===== config.mk =====
export PLATFORM = sky130hd
export DESIGN_NAME = tpt_timer
export DESIGN_NICKNAME = d
export VERILOG_FILES = /design/src/rtl/tpt_timer.v /design/src/rtl/tpt_edge_detect.v
export VERILOG_INCLUDE_DIRS = /design/src /design/src/rtl
export SDC_FILE = /design/constraint.sdc
export NUM_CORES = 1
export LEC_CHECK = 0
export BUFFER_PORTS_ARGS = -buffer_cell sky130_fd_sc_hd__buf_2
export CAP_MARGIN = 20
export CORE_ASPECT_RATIO = 0.6
export CORE_MARGIN = 2
export CORE_UTILIZATION = 50
export CTS_CLUSTER_DIAMETER = 60
export DETAILED_ROUTE_END_ITERATION = 10
export PLACE_DENSITY = 0.68
export SYNTH_ARGS = -nofsm -noshare
export SYNTH_HDL_FRONTEND = slang
export SYNTH_HIERARCHICAL = 1
export SYNTH_SLANG_ARGS = --single-unit

===== constraint.sdc =====
create_clock -name ref_clk_i -period 5.2 [get_ports ref_clk_i]
set_input_delay 1.04 -clock ref_clk_i [delete_from_list [all_inputs] [get_ports ref_clk_i]]
set_output_delay 1.04 -clock ref_clk_i [all_outputs]
set_load 0.01 [all_outputs]

===== src/rtl/tpt_defs.vh =====
// register map, field positions and reset values of the triggered pulse timer
`ifndef TPT_DEFS_VH
`define TPT_DEFS_VH
`define TPT_ADDR_CTRL_A 12'h000
`define TPT_ADDR_CTRL_B 12'h004
`define TPT_ADDR_EDGE 12'h008
`define TPT_ADDR_CYCLE 12'h00c
`define TPT_ADDR_DUTY 12'h010
`define TPT_ADDR_COUNT 12'h014
`define TPT_ADDR_STATUS 12'h018
`define TPT_CE_BIT 7
`define TPT_MODE_LSB 0
`define TPT_MODE_W 3
`define TPT_SWTRIG_BIT 6
`define TPT_MODE_EVENT 3'h1
`define TPT_MODE_PULSE 3'h2
`define TPT_MODE_ONESHOT 3'h3
`define TPT_EDGE_RISE 0
`define TPT_EDGE_FALL 1
`define TPT_CNT_IDLE 16'hffff
`define TPT_CNT_ZERO 16'h0000
`define TPT_CMP_RESET 16'h0000
`endif


===== src/rtl/tpt_timer.v =====
// triggered pulse timer: counter, compares, shadows, outputs, apb slave
//
// Our own choices: the APB interface to the registers and the address map.
`include "tpt_defs.vh"
module tpt_timer
#(
    parameter CNT_W = 16
)
(
    // clock, reset, enable
    input wire ref_clk_i,
    input wire reset_i,
    input wire clk_en_i,
    // count clock tick from the prescaler
    input wire count_tick_i,
    // external trigger pin
    input wire trig_pin_i,
    // apb slave
    input wire psel_i,
    input wire penable_i,
    input wire pwrite_i,
    input wire [11:0] paddr_i,
    input wire [31:0] pwdata_i,
    output reg [31:0] prdata_o,
    output reg pready_o,
    output reg pslverr_o,
    // timer outputs and event pulses
    output reg timer_out_first_o,
    output reg timer_out_second_o,
    output reg cycle_match_irq_o,
    output reg duty_match_irq_o
);
    reg [7:0] timer_control_reg_a_reg;
    reg [2:0] timer_control_reg_b_reg;
    reg [1:0] edge_select_reg_reg;
    reg [CNT_W-1:0] cycle_compare_reg_reg;
    reg [CNT_W-1:0] duty_compare_reg_reg;
    reg [CNT_W-1:0] cycle_shadow_buffer_reg;
    reg [CNT_W-1:0] duty_shadow_buffer_reg;
    reg [CNT_W-1:0] count_reg;
    reg [CNT_W-1:0] count_next;
    reg run_reg;
    reg run_next;
    reg duty_written_reg;
    reg soft_used_reg;
    reg cyc_hit_reg;
    reg first_next;
    reg second_next;
    reg cyc_irq_next;
    reg duty_irq_next;
    reg reload;
    reg [31:0] rd_data;
    reg rd_ok;
    wire pin_edge;
    wire wr_en;
    wire soft_trig;
    wire trigger;
    wire count_enable_bit;
    wire [2:0] mode_select_field;
    wire is_pulse;
    wire is_oneshot;
    wire step;
    wire duty_hit;
    wire [CNT_W-1:0] duty_upcoming;

    // one count step; the counter wraps at its width
    function [CNT_W-1:0] count_inc;
        input [CNT_W-1:0] value;
        begin
            count_inc = value + {{(CNT_W-1){1'b0}}, 1'b1};
        end
    endfunction

    // in pulse mode a zero duty keeps the second output low for the whole period
    function duty_is_zero;
        input [CNT_W-1:0] duty;
        begin
            duty_is_zero = (duty == {CNT_W{1'b0}});
        end
    endfunction

    // a write lands only at the access edge where pready is seen high,
    // so a slow master never writes twice
    assign wr_en = psel_i & penable_i & pwrite_i & pready_o;
    assign count_enable_bit = timer_control_reg_a_reg[`TPT_CE_BIT];
    assign mode_select_field =
        timer_control_reg_b_reg[`TPT_MODE_LSB +: `TPT_MODE_W];
    assign is_pulse = (mode_select_field == `TPT_MODE_PULSE);
    assign is_oneshot = (mode_select_field == `TPT_MODE_ONESHOT);
    // the soft trigger bit is write-only, a pulse on write of 1
    assign soft_trig = wr_en & (paddr_i == `TPT_ADDR_CTRL_B) &
        pwdata_i[`TPT_SWTRIG_BIT];
    assign trigger = count_enable_bit & (pin_edge | soft_trig);
    assign step = count_tick_i & run_reg;
    assign duty_hit = (count_reg == duty_shadow_buffer_reg);
    // duty in force after the next cycle clear, pending write included
    assign duty_upcoming = duty_written_reg ? duty_compare_reg_reg :
        duty_shadow_buffer_reg;

    tpt_edge_detect u_edge
    (
        .ref_clk_i(ref_clk_i),
        .reset_i(reset_i),
        .clk_en_i(clk_en_i),
        .trig_pin_i(trig_pin_i),
        .rise_en_i(edge_select_reg_reg[`TPT_EDGE_RISE]),
        .fall_en_i(edge_select_reg_reg[`TPT_EDGE_FALL]),
        .edge_o(pin_edge)
    );

    // counter sequencing, output levels and event pulses
    always @*
    begin
        count_next = count_reg;
        run_next = run_reg;
        first_next = timer_out_first_o;
        second_next = timer_out_second_o;
        cyc_irq_next = 1'b0;
        duty_irq_next = 1'b0;
        reload = 1'b0;
        if (!count_enable_bit)
        begin
            // stopping parks the counter ready for the next start
            run_next = 1'b0;
            count_next = `TPT_CNT_IDLE;
            second_next = 1'b0;
            first_next = 1'b0;
        end
        else if (is_pulse || is_oneshot)
        begin
            if (trigger && !(is_oneshot && run_reg))
            begin
                // a trigger wins over a same-cycle match event
                count_next = `TPT_CNT_ZERO;
                run_next = 1'b1;
                if (is_pulse)
                begin
                    first_next = ~timer_out_first_o;
                    // zero duty: the start edge is cancelled at once
                    second_next =
                        !duty_is_zero(duty_shadow_buffer_reg);
                end
                else
                begin
                    // delay of duty counts: high only if duty is zero
                    second_next = (duty_shadow_buffer_reg ==
                        `TPT_CNT_ZERO);
                    first_next = soft_trig;
                end
            end
            else if (step)
            begin
                if (cyc_hit_reg)
                begin
                    cyc_irq_next = 1'b1;
                    reload = is_pulse;
                    if (is_oneshot)
                    begin
                        run_next = 1'b0;
                        count_next = `TPT_CNT_IDLE;
                        second_next = 1'b0;
                        first_next = 1'b0;
                    end
                    else
                    begin
                        count_next = `TPT_CNT_ZERO;
                        // 0% still gives a duty event at each clear
                        second_next = !duty_is_zero(duty_upcoming);
                        duty_irq_next = duty_is_zero(duty_upcoming);
                        if (soft_used_reg)
                            first_next = ~timer_out_first_o;
                    end
                end
                else
                    count_next = count_inc(count_reg);
            end
            // early duty event in trigger modes, aligned to output edge
            if (run_next && !trigger && step && !cyc_hit_reg &&
                count_inc(count_reg) == duty_shadow_buffer_reg)
            begin
                duty_irq_next = 1'b1;
                second_next = is_oneshot;
            end
        end
        else
        begin
            // free counting used by event mode: start from zero
            if (!run_reg)
            begin
                run_next = 1'b1;
                count_next = `TPT_CNT_ZERO;
            end
            else if (count_tick_i)
            begin
                if (cyc_hit_reg)
                begin
                    cyc_irq_next = 1'b1;
                    count_next = `TPT_CNT_ZERO;
                    reload = 1'b1;
                end
                else
                    count_next = count_inc(count_reg);
                // duty event one step after its match
                if (duty_hit && mode_select_field == `TPT_MODE_EVENT)
                    duty_irq_next = 1'b1;
            end
        end
    end

    // state and outputs
    always @(posedge ref_clk_i or posedge reset_i)
    begin
        if (reset_i)
        begin
            count_reg <= `TPT_CNT_IDLE;
            run_reg <= 1'b0;
            cyc_hit_reg <= 1'b0;
            soft_used_reg <= 1'b0;
            cycle_shadow_buffer_reg <= `TPT_CMP_RESET;
            duty_shadow_buffer_reg <= `TPT_CMP_RESET;
            timer_out_first_o <= 1'b0;
            timer_out_second_o <= 1'b0;
            cycle_match_irq_o <= 1'b0;
            duty_match_irq_o <= 1'b0;
        end
        else if (clk_en_i)
        begin
            count_reg <= count_next;
            run_reg <= run_next;
            // match registered so the clear lands on the next step
            cyc_hit_reg <= run_next &&
                (count_next == cycle_shadow_buffer_reg);
            if (trigger)
                soft_used_reg <= soft_trig;
            timer_out_first_o <= first_next;
            timer_out_second_o <= second_next;
            cycle_match_irq_o <= cyc_irq_next;
            duty_match_irq_o <= duty_irq_next;
            // shadows follow compares while idle, else on a cycle clear after a duty write
            if ((reload && duty_written_reg) || !run_reg)
            begin
                cycle_shadow_buffer_reg <= cycle_compare_reg_reg;
                duty_shadow_buffer_reg <= duty_compare_reg_reg;
            end
        end
    end

    // register writes; a duty write arms the next shadow load
    always @(posedge ref_clk_i or posedge reset_i)
    begin
        if (reset_i)
        begin
            timer_control_reg_a_reg <= 8'h00;
            timer_control_reg_b_reg <= 3'h0;
            edge_select_reg_reg <= 2'h0;
            cycle_compare_reg_reg <= `TPT_CMP_RESET;
            duty_compare_reg_reg <= `TPT_CMP_RESET;
            duty_written_reg <= 1'b0;
        end
        else if (clk_en_i)
        begin
            // write of duty wins over the clear at the same cycle
            if (reload || !run_reg)
                duty_written_reg <= 1'b0;
            if (wr_en)
            begin
                case (paddr_i)
                    `TPT_ADDR_CTRL_A:
                        timer_control_reg_a_reg <= pwdata_i[7:0];
                    `TPT_ADDR_CTRL_B:
                        timer_control_reg_b_reg <= pwdata_i[2:0];
                    `TPT_ADDR_EDGE:
                        edge_select_reg_reg <= pwdata_i[1:0];
                    `TPT_ADDR_CYCLE:
                        cycle_compare_reg_reg <= pwdata_i[CNT_W-1:0];
                    `TPT_ADDR_DUTY:
                    begin
                        duty_compare_reg_reg <= pwdata_i[CNT_W-1:0];
                        duty_written_reg <= 1'b1;
                    end
                    default:
                    begin
                        // read-only and unmapped offsets ignore writes
                    end
                endcase
            end
        end
    end

    // read mux; unmapped addresses answer with an error
    always @*
    begin
        rd_data = 32'h0000_0000;
        rd_ok = 1'b1;
        case (paddr_i)
            `TPT_ADDR_CTRL_A: rd_data[7:0] = timer_control_reg_a_reg;
            `TPT_ADDR_CTRL_B: rd_data[2:0] = timer_control_reg_b_reg;
            `TPT_ADDR_EDGE: rd_data[1:0] = edge_select_reg_reg;
            `TPT_ADDR_CYCLE: rd_data[CNT_W-1:0] = cycle_compare_reg_reg;
            `TPT_ADDR_DUTY: rd_data[CNT_W-1:0] = duty_compare_reg_reg;
            `TPT_ADDR_COUNT: rd_data[CNT_W-1:0] = count_reg;
            `TPT_ADDR_STATUS: rd_data[1:0] = {duty_written_reg, run_reg};
            default: rd_ok = 1'b0;
        endcase
    end

    // apb answer: no wait state, pready pulses for one cycle
    always @(posedge ref_clk_i or posedge reset_i)
    begin
        if (reset_i)
        begin
            pready_o <= 1'b0;
            pslverr_o <= 1'b0;
            prdata_o <= 32'h0000_0000;
        end
        else if (clk_en_i)
        begin
            pready_o <= psel_i & ~penable_i;
            pslverr_o <= psel_i & ~penable_i & ~rd_ok;
            if (psel_i && !penable_i && !pwrite_i)
                prdata_o <= rd_data;
        end
    end
endmodule // tpt_timer


===== src/rtl/tpt_edge_detect.v =====
// synchroniser and edge detector for the external trigger input
module tpt_edge_detect
(
    // clock, reset, enable
    input wire ref_clk_i,
    input wire reset_i,
    input wire clk_en_i,
    // trigger pin and edge choice
    input wire trig_pin_i,
    input wire rise_en_i,
    input wire fall_en_i,
    // detected edge
    output wire edge_o
);
    reg sync1_reg;
    reg sync2_reg;
    reg last_reg;

    // two flops, then a history flop; sync2 and the history flop feed the compare
    always @(posedge ref_clk_i or posedge reset_i)
    begin
        if (reset_i)
        begin
            sync1_reg <= 1'b0;
            sync2_reg <= 1'b0;
            last_reg <= 1'b0;
        end
        else if (clk_en_i)
        begin
            sync1_reg <= trig_pin_i;
            sync2_reg <= sync1_reg;
            last_reg <= sync2_reg;
        end
    end

    // edge is a one-cycle pulse
    assign edge_o = clk_en_i &
        ((rise_en_i & sync2_reg & ~last_reg) |
         (fall_en_i & ~sync2_reg & last_reg));
endmodule // tpt_edge_detect


==> implementation parameters, run 1 <==
Parameter                              Value

GRT
  First-pass GRT wire length ... 35790 um
  Initial antenna violation count ... 0
  Overall track demand over capacity in global routing ... 27.59%
  Grt total ovfl ... 0
  Maximum number of pins on one net before global-route repair ... 49
  Via count of the first global-routing pass ... 6251

Timing
  Setup violations, final ... 0
  Setup repair after global routing missed its margin ... false
  Final-report hold violation count ... 0
  Transition time at the pin with the least slew margin ... 0.9560 ns
  Clock tree skew after final layout ... 0.01072 ns
  Final Cycle Share ... 81.00%
  Total negative slack for setup checks ... 0 ns
  Max Clk Rate ... 237.4 MHz
  Worst-case headroom to the max-slew limit ... 36.27%
  Max Slew Vio Count ... 0
  Clock period minus worst slack ... 4.212 ns

Finish
  Nets ... 863
  Syn-to-layout area delta ... 10.27%
  Area of the multi-input gates ... 4404 um^2
  Seq. cell area ... 3073 um^2
  N_diodes ... 0
  FILL cells ... 1293
  Commonest non-fill, non-tap cells in the layout ... 106 x dfrtp_1, 71 x nor2_1, 62 x mux2_2
  Post-route design area ... 8706 um^2
  Most frequent standard cell in the layout excluding fill and tap cells ... dfrtp_1
  Fraction of layout instances using a drive strength above 1 ... 29.20%

Critical path
  Critical-path cell list ... ha_1, nand3_2, o31a_1, or4_1, a2111oi_1, o2111ai_1, a31oi_1, o21ai_1, o2bb2ai_1
  Max Fanout on Critical Path ... 10
  Data required time at the worst endpoint ... 5.51 ns
  Slowest library cell on the worst path ... a2111oi_1
  Critical Path Start Type ... flip-flop
  Critical Path End Type ... flip-flop
  Critical path class ... reg2reg
  Worst stage delay on the critical path ... 0.78 ns
  Data arrival time of the critical path ... 4.52 ns

Route
  DR pass1 iterations ... 5
  DRC viols ... 0
  Initial detailed-routing violation count ... 618
  Total vias in the final route ... 6665
  Final wirelength ... 22980 um
  Number of nets with antenna violations after detailed routing ... 0
  Vias per inst ... 6.502
  Routed len/inst ... 22.42 um

Floorplanning
  Ports ... 90
  Overall die area ... 16840 um^2
  Die extent in x ... 166.2 um
  Initial cell density of the core ... 51.22%
  Area of the core region ... 15410 um^2
  Placement row count ... 35
  Die Span Y ... 101.3 um

Placement
  Area of placed instances ... 8158 um^2
  Total half-perimeter wirelength after legalization and detailed placement ... 16210 um
  I/O Buffers ... 57
  Placer congestion estimate ... 0.9482

Power and ir drop
  Total power per unit cell area ... 263.3 nW/um^2
  Leakage Power ... 3.976 nW
  Max IR drop VDD ... 197.3 uV

Synth
  Count of flip-flops with a built-in enable after synthesis ... 0
  Total of flip-flops plus latches after synthesis ... 122
  Synth warnings ... 6
  Fraction of the yosys area taken by sequential cells ... 38.92%
  Syn_area_per_cell ... 10.03 um^2
  Area of the mapped netlist ... 7895 um^2
  FFs w/ async S/R, synth ... 100.0%
  Synth cell types ... 90
  Main synth FF type ... dfrtp_1
  Post-Synthesis Cells ... 787

Clock tree
  Clock transition at the register clock pins on the worst setup and hold paths after CTS ... 0.06 ns
  TritonCTS clock tree ... yes
  Num CTS Buffers ... 17
  Count of clock tree sinks ... 122
  Deepest clock path buffer count ... 2
  Clk root buf ... clkbuf_16
  Number of gates resized after CTS ... 0
  Count of hold-fix buffers inserted at cts ... 0
  H-tree level count ... 4
  Post-CTS setup buffer count ... 0
  Clk_lat worst skew ... 0.42 ns

Run status
  Result of the run ... finished clean

Hold path
  Type of the tightest min-delay check ... reg2reg

Job
  Max-cap violation count ... 0
[metrics by stage]
| step | hold WS (ns) | instances | utilization [%] | total power, mW | setup WS [ns] |
|---|---|---|---|---|---|
| floorplan | 0.4503 | 802 | - | 1.131 | 1.029 |
| detailed placement | 0.4675 | 994 | 52.92 | 1.190 | 1.113 |
| global route | 0.5050 | 1025 | 56.48 | 2.374 | 0.7831 |
| CTS | 0.4953 | 1025 | 56.48 | 2.307 | 1.235 |
| global placement | 0.4681 | 994 | 52.92 | 1.183 | 1.190 |
| finish | 0.4914 | 1025 | 56.48 | 2.292 | 0.9882 |
[synth_stat cells (all sizes together), types with 5 or more instances]
master	instances	share of area (%)
a2111oi	6	1.0
a211oi	9	0.92
a21oi	56	3.7
a221oi	10	1.1
a22oi	7	0.67
a31oi	7	0.55
and3	7	0.62
buf	40	3.5
clkbuf	37	1.8
dfrtp	106	34
dfstp	16	5.3
inv	18	0.86
mux2	92	15
mux2i	20	2.6
nand2	32	1.5
nand2b	9	0.71
nand3	18	1.3
nand3b	5	0.48
nand4	16	1.3
nor2	71	3.4
nor2b	11	0.87
nor3	13	1.2
nor4	22	2.0
o211ai	8	0.76
o21ai	21	1.4
o22ai	8	0.63
or4	7	0.71
xnor2	18	2.0
xor2	12	1.3
[layout make-up]
cell class,instances,share of cell area [%]
clock buffer,17,4.886
clock inverter,14,1.408
inverter,19,0.8479
multi-input combinational,584,50.59
sequential,122,35.30
tap,203,2.918
timing repair buffer,66,4.053
[worst paths after layout]
kind                         startpoint  slack, ns  cells after the start                         end
setup reg to reg           count_reg[0]       0.99                      9          timer_out_second_o
max in group asynchronous       reset_i       3.46                      3  duty_shadow_buffer_reg[11]
hold / removal                pslverr_o       0.49                      1                   pslverr_o
min in group asynchronous       reset_i       0.51                      2            u_edge/sync1_reg
hold reg to reg               pslverr_o       0.49                      1                   pslverr_o
setup / recovery           count_reg[0]       0.99                      9          timer_out_second_o
[power breakdown]
group | switching [mW] | total [mW] | internal (mW) | leakage (nW)
sequential | 0.0160 | 0.990 | 0.974 | 1.62
clock | 0.461 | 1.12 | 0.655 | 0.269
combinational | 0.119 | 0.185 | 0.0660 | 2.09
[logic make-up (layout without fill, tap and decap cells)]
kind of cell             Yosys count  in the layout  synth area share, %
AO/OA/AOI/OAI                    183            183                16.59
XOR/XNOR                          30             30                3.328
adder cells (fa/ha/maj)            1              1               0.1585
multiplexers                     113            113                17.42
buffers and inverters             96            116                6.180
other                              1             16              0.04750
flip-flops                       122            122                38.92
AND/OR/NAND/NOR                  241            241                17.35
[routing by layer]
metal	share of wire [%]	track usage [%]	wire length, um
met1	46	40.07	10640
met2	43	40.54	9966
met3	8.2	6.565	1888
met4	2.1	9.814	490
met5	0	0	0
[critical path: cells and delay by family, from the launching register on]
| family | cells | cell delay (ns) |
|---|---|---|
| AO/OA/AOI/OAI | 6 | 2.30 |
| AND/OR/NAND/NOR | 2 | 0.76 |
| flip-flops | 1 | 0.67 |
| adder cells (fa/ha/maj) | 1 | 0.38 |
Note: power is estimated with default switching activity, not from simulation.
==> run 2: changes to the inputs <==
--- a/config.mk
+++ b/config.mk
@@ -6,6 +6,7 @@
 export SDC_FILE = /design/constraint.sdc
 export NUM_CORES = 1
 export LEC_CHECK = 0
+export ABC_AREA = 1
 export BUFFER_PORTS_ARGS = -buffer_cell sky130_fd_sc_hd__buf_2
 export CAP_MARGIN = 20
 export CORE_ASPECT_RATIO = 0.6
@@ -13,7 +14,7 @@
 export CORE_UTILIZATION = 50
 export CTS_CLUSTER_DIAMETER = 60
 export DETAILED_ROUTE_END_ITERATION = 10
-export PLACE_DENSITY = 0.68
+export PLACE_DENSITY = 0.71
 export SYNTH_ARGS = -nofsm -noshare
 export SYNTH_HDL_FRONTEND = slang
 export SYNTH_HIERARCHICAL = 1
==> constraint.sdc (replaced) <==
create_clock -name ref_clk_i -period 3.74 [get_ports ref_clk_i]
set_input_delay 0.748 -clock ref_clk_i [delete_from_list [all_inputs] [get_ports ref_clk_i]]
set_output_delay 0.748 -clock ref_clk_i [all_outputs]
set_load 0.01 [all_outputs]
==> run 2 against run 1 <==
Against the previous run: worst hold slack lost 0.28 ns; count of clock-buffer cells in the layout increased by 1; synthesized cell count grew 30%; power up 47%; first-iteration DRC count up 54%; core utilization grew 1.5 points; via count increased by 11%; critical endpoint is now duty_shadow_buffer_reg[14].
==> implementation parameters, run 2 <==
Parameter                              Value

Run status
  Result of the run ... finished clean

Synth
  Total of flip-flops plus latches after synthesis ... 122
  Count of flip-flops with a built-in enable after synthesis ... 0
  Syn_area_per_cell ... 7.285 um^2
  Most frequent cell after synthesis ... nand2_1
  Synth warnings ... 6
  Post-synth top area share ... 35.70%
  FFs w/ async S/R, synth ... 100.0%
  Synth cell types ... 53
  Cell accounting for the most synthesized area ... dfrtp_1
  Area of the mapped netlist ... 7431 um^2
  Synth area leaders ... dfrtp_1 36%, nand2_1 15%, o21ai_0 7.7%
  Main synth FF type ... dfrtp_1
  Synth cell count leaders ... 300 x nand2_1, 115 x o21ai_0, 112 x inv_1, 106 x dfrtp_1, 62 x nand3_1
  Post-Synthesis Cells ... 1020
  Fraction of the yosys area taken by sequential cells ... 41.35%

GRT
  First-pass GRT wire length ... 39140 um
  Maximum number of pins on one net before global-route repair ... 64
  GRT met2 Usage ... 39.91%
  Global-route met3 utilization ... 14.23%
  Met1 Usage GRT ... 52.05%
  Most crowded layer after global routing ... met1
  Overall track demand over capacity in global routing ... 32.97%
  Grt total ovfl ... 0
  Via count of the first global-routing pass ... 6547
  Initial antenna violation count ... 4

Timing
  Clock tree skew after final layout ... 0.01654 ns
  Total negative slack for setup checks ... 0 ns
  Max Slew Vio Count ... 0
  Setup violations, final ... 0
  Clock period minus worst slack ... 2.724 ns
  Transition time at the pin with the least slew margin ... 1.075 ns
  Setup repair after global routing missed its margin ... false
  Max Clk Rate ... 367.1 MHz
  Final Cycle Share ... 72.83%
  Worst-case headroom to the max-slew limit ... 28.34%
  Final-report hold violation count ... 0

Critical path
  Critical Path Start Type ... input pin
  Critical Path End Type ... flip-flop
  Slowest library cell on the worst path ... o211ai_4
  Cell family contributing the most delay on the critical path ... simple AND/OR/NAND/NOR gates
  Worst stage delay on the critical path ... 0.37 ns
  Data required time at the worst endpoint ... 4.08 ns
  Critical path class ... in2reg
  Data arrival time of the critical path ... 3.06 ns
  Critical-path cell list ... buf_2, nor2_2, nand2_2, nor2_4, nand3_2, nand2_2, nand3_4, o211ai_4, a21oi_4, nand2_4, buf_4, nor2_1, a21oi_1
  Worst R2R Path Depth ... 10
  Max Fanout on Critical Path ... 31
  Depth of the critical timing path with buffers and inverters included ... 13
  Bufs and invs on worst path ... 2
  Cell type with the highest occurrence count on the critical path ... nand2_2

Clock tree
  Number of gates resized after CTS ... 0
  H-tree level count ... 4
  Post-CTS setup buffer count ... 0
  Count of clock tree sinks ... 122
  Clk root buf ... clkbuf_16
  Clock transition at the register clock pins on the worst setup and hold paths after CTS ... 0.06 ns
  Count of hold-fix buffers inserted at cts ... 0
  Num CTS Buffers ... 17
  Clk_lat worst skew ... 0.42 ns
  TritonCTS clock tree ... yes
  Deepest clock path buffer count ... 2

Finish
  Fraction of layout instances using a drive strength above 1 ... 15.07%
  Syn-to-layout area delta ... 13.23%
  Commonest non-fill, non-tap cells in the layout ... 300 x nand2_1, 115 x o21ai_0, 111 x inv_1
  Utilization of the core after routing ... 58.00%
  Nets ... 1128
  Most frequent standard cell in the layout excluding fill and tap cells ... nand2_1

Placement
  Placer congestion estimate ... 1.012
  I/O Buffers ... 57
  Total half-perimeter wirelength after legalization and detailed placement ... 19010 um

Route
  Number of nets with antenna violations after detailed routing ... 0
  Total vias in the final route ... 7383
  DR pass1 iterations ... 6
  Initial detailed-routing violation count ... 950
  Final wirelength ... 25450 um
  Routed len/inst ... 19.74 um
  Vias per inst ... 5.728
  DRC viols ... 0

Floorplanning
  Initial cell density of the core ... 51.22%
  Area of the core region ... 14510 um^2
  Overall die area ... 15890 um^2
  Die extent in x ... 161.4 um
  Placement row count ... 34
  Die Span Y ... 98.43 um
  Ports ... 90

Hold path
  Type of the tightest min-delay check ... in2async

Job
  Max-cap violation count ... 0

Power and ir drop
  Max IR drop VDD ... 280.8 uV
  Total power after layout ... 3.375 mW
  Leakage Power ... 3.969 nW
  Total power per unit cell area ... 401.1 nW/um^2
-- run 2: cell count changes after synthesis, sizes merged, moves of 10 or more --
cell,delta
clkbuf,-17
o21ai,+107
nand3,+50
xnor2,-11
inv,+95
buf,-10
mux2i,-20
nand2,+282
nor2b,-11
nor4,-15
mux2,-92
-- run 2: final cells by class --
cell class,instances,area [um^2]
multi-input cells,745,3645
repair buffers,71,402.9
flip-flops and latches,122,3073
fillers,1370,6092
inverters,118,446.7
well taps,198,247.7
clock buffers,18,429.2
diodes,3,7.507
clock inverters,14,162.7
-- run 2: path summary, 6_finish.rpt --
kind                                       startpoint                    endpoint  slack (ns)
setup / recovery                          paddr_i[11]  duty_shadow_buffer_reg[14]        1.02
hold / removal                                reset_i            u_edge/sync2_reg        0.21
setup reg to reg           timer_control_reg_a_reg[7]                 cyc_hit_reg        1.06
hold reg to reg                      duty_match_irq_o            duty_match_irq_o        0.47
max in group asynchronous                     reset_i               count_reg[14]        2.37
min in group ref_clk_i               duty_match_irq_o            duty_match_irq_o        0.47
-- run 2: stage by stage --
stage,hold WS [ns],worst slack (ns),instance area [um^2],std cells
finish,0.2136,1.016,8414,1289
global route,0.2142,0.8725,8409,1287
CTS,0.2115,1.086,8407,1286
detailed placement,0.4633,0.6760,7815,1254
global placement,0.4594,0.7313,7815,1254
floorplan,0.4474,1.482,7491,1035
-- run 2: metal layers --
metal	share of wire (%)	wire (um)	up-vias
met5	0.051	13	-
met4	1.6	407	2
met3	15	3915	42
met2	36	9050	451
met1	47	12060	3443
li1	-	-	3445
-- run 2: report_power, final --
part / total, mW / switching (mW) / internal [mW]
sequential: 1.39 / 0.0385 / 1.35
combinational: 0.290 / 0.206 / 0.0836
clock: 1.69 / 0.696 / 0.998
total: 3.38 / 0.941 / 2.43
-- run 2: worst register-to-register path, cell delays in order, from the launching register on --
cell and delay, ns:
dfrtp_1 0.89, inv_1 0.58, a21oi_1 0.32, nand2_1 0.10, nand2_1 0.07, nand3b_1 0.07, nor2_1 0.30, nand2_1 0.09
nor2_1 0.09, nand2_1 0.06, nand2_1 0.06
-- run 2: cell families (layout without fill, tap and decap cells) --
group	after synthesis	after routing	share of synthesized area [%]
compound gates	217	217	16.70
xor+xnor	19	19	2.239
fa+ha+maj	1	1	0.1684
buf+inv	168	221	10.36
flops	122	122	41.35
other cells	1	19	0.05047
simple gates	492	492	29.13
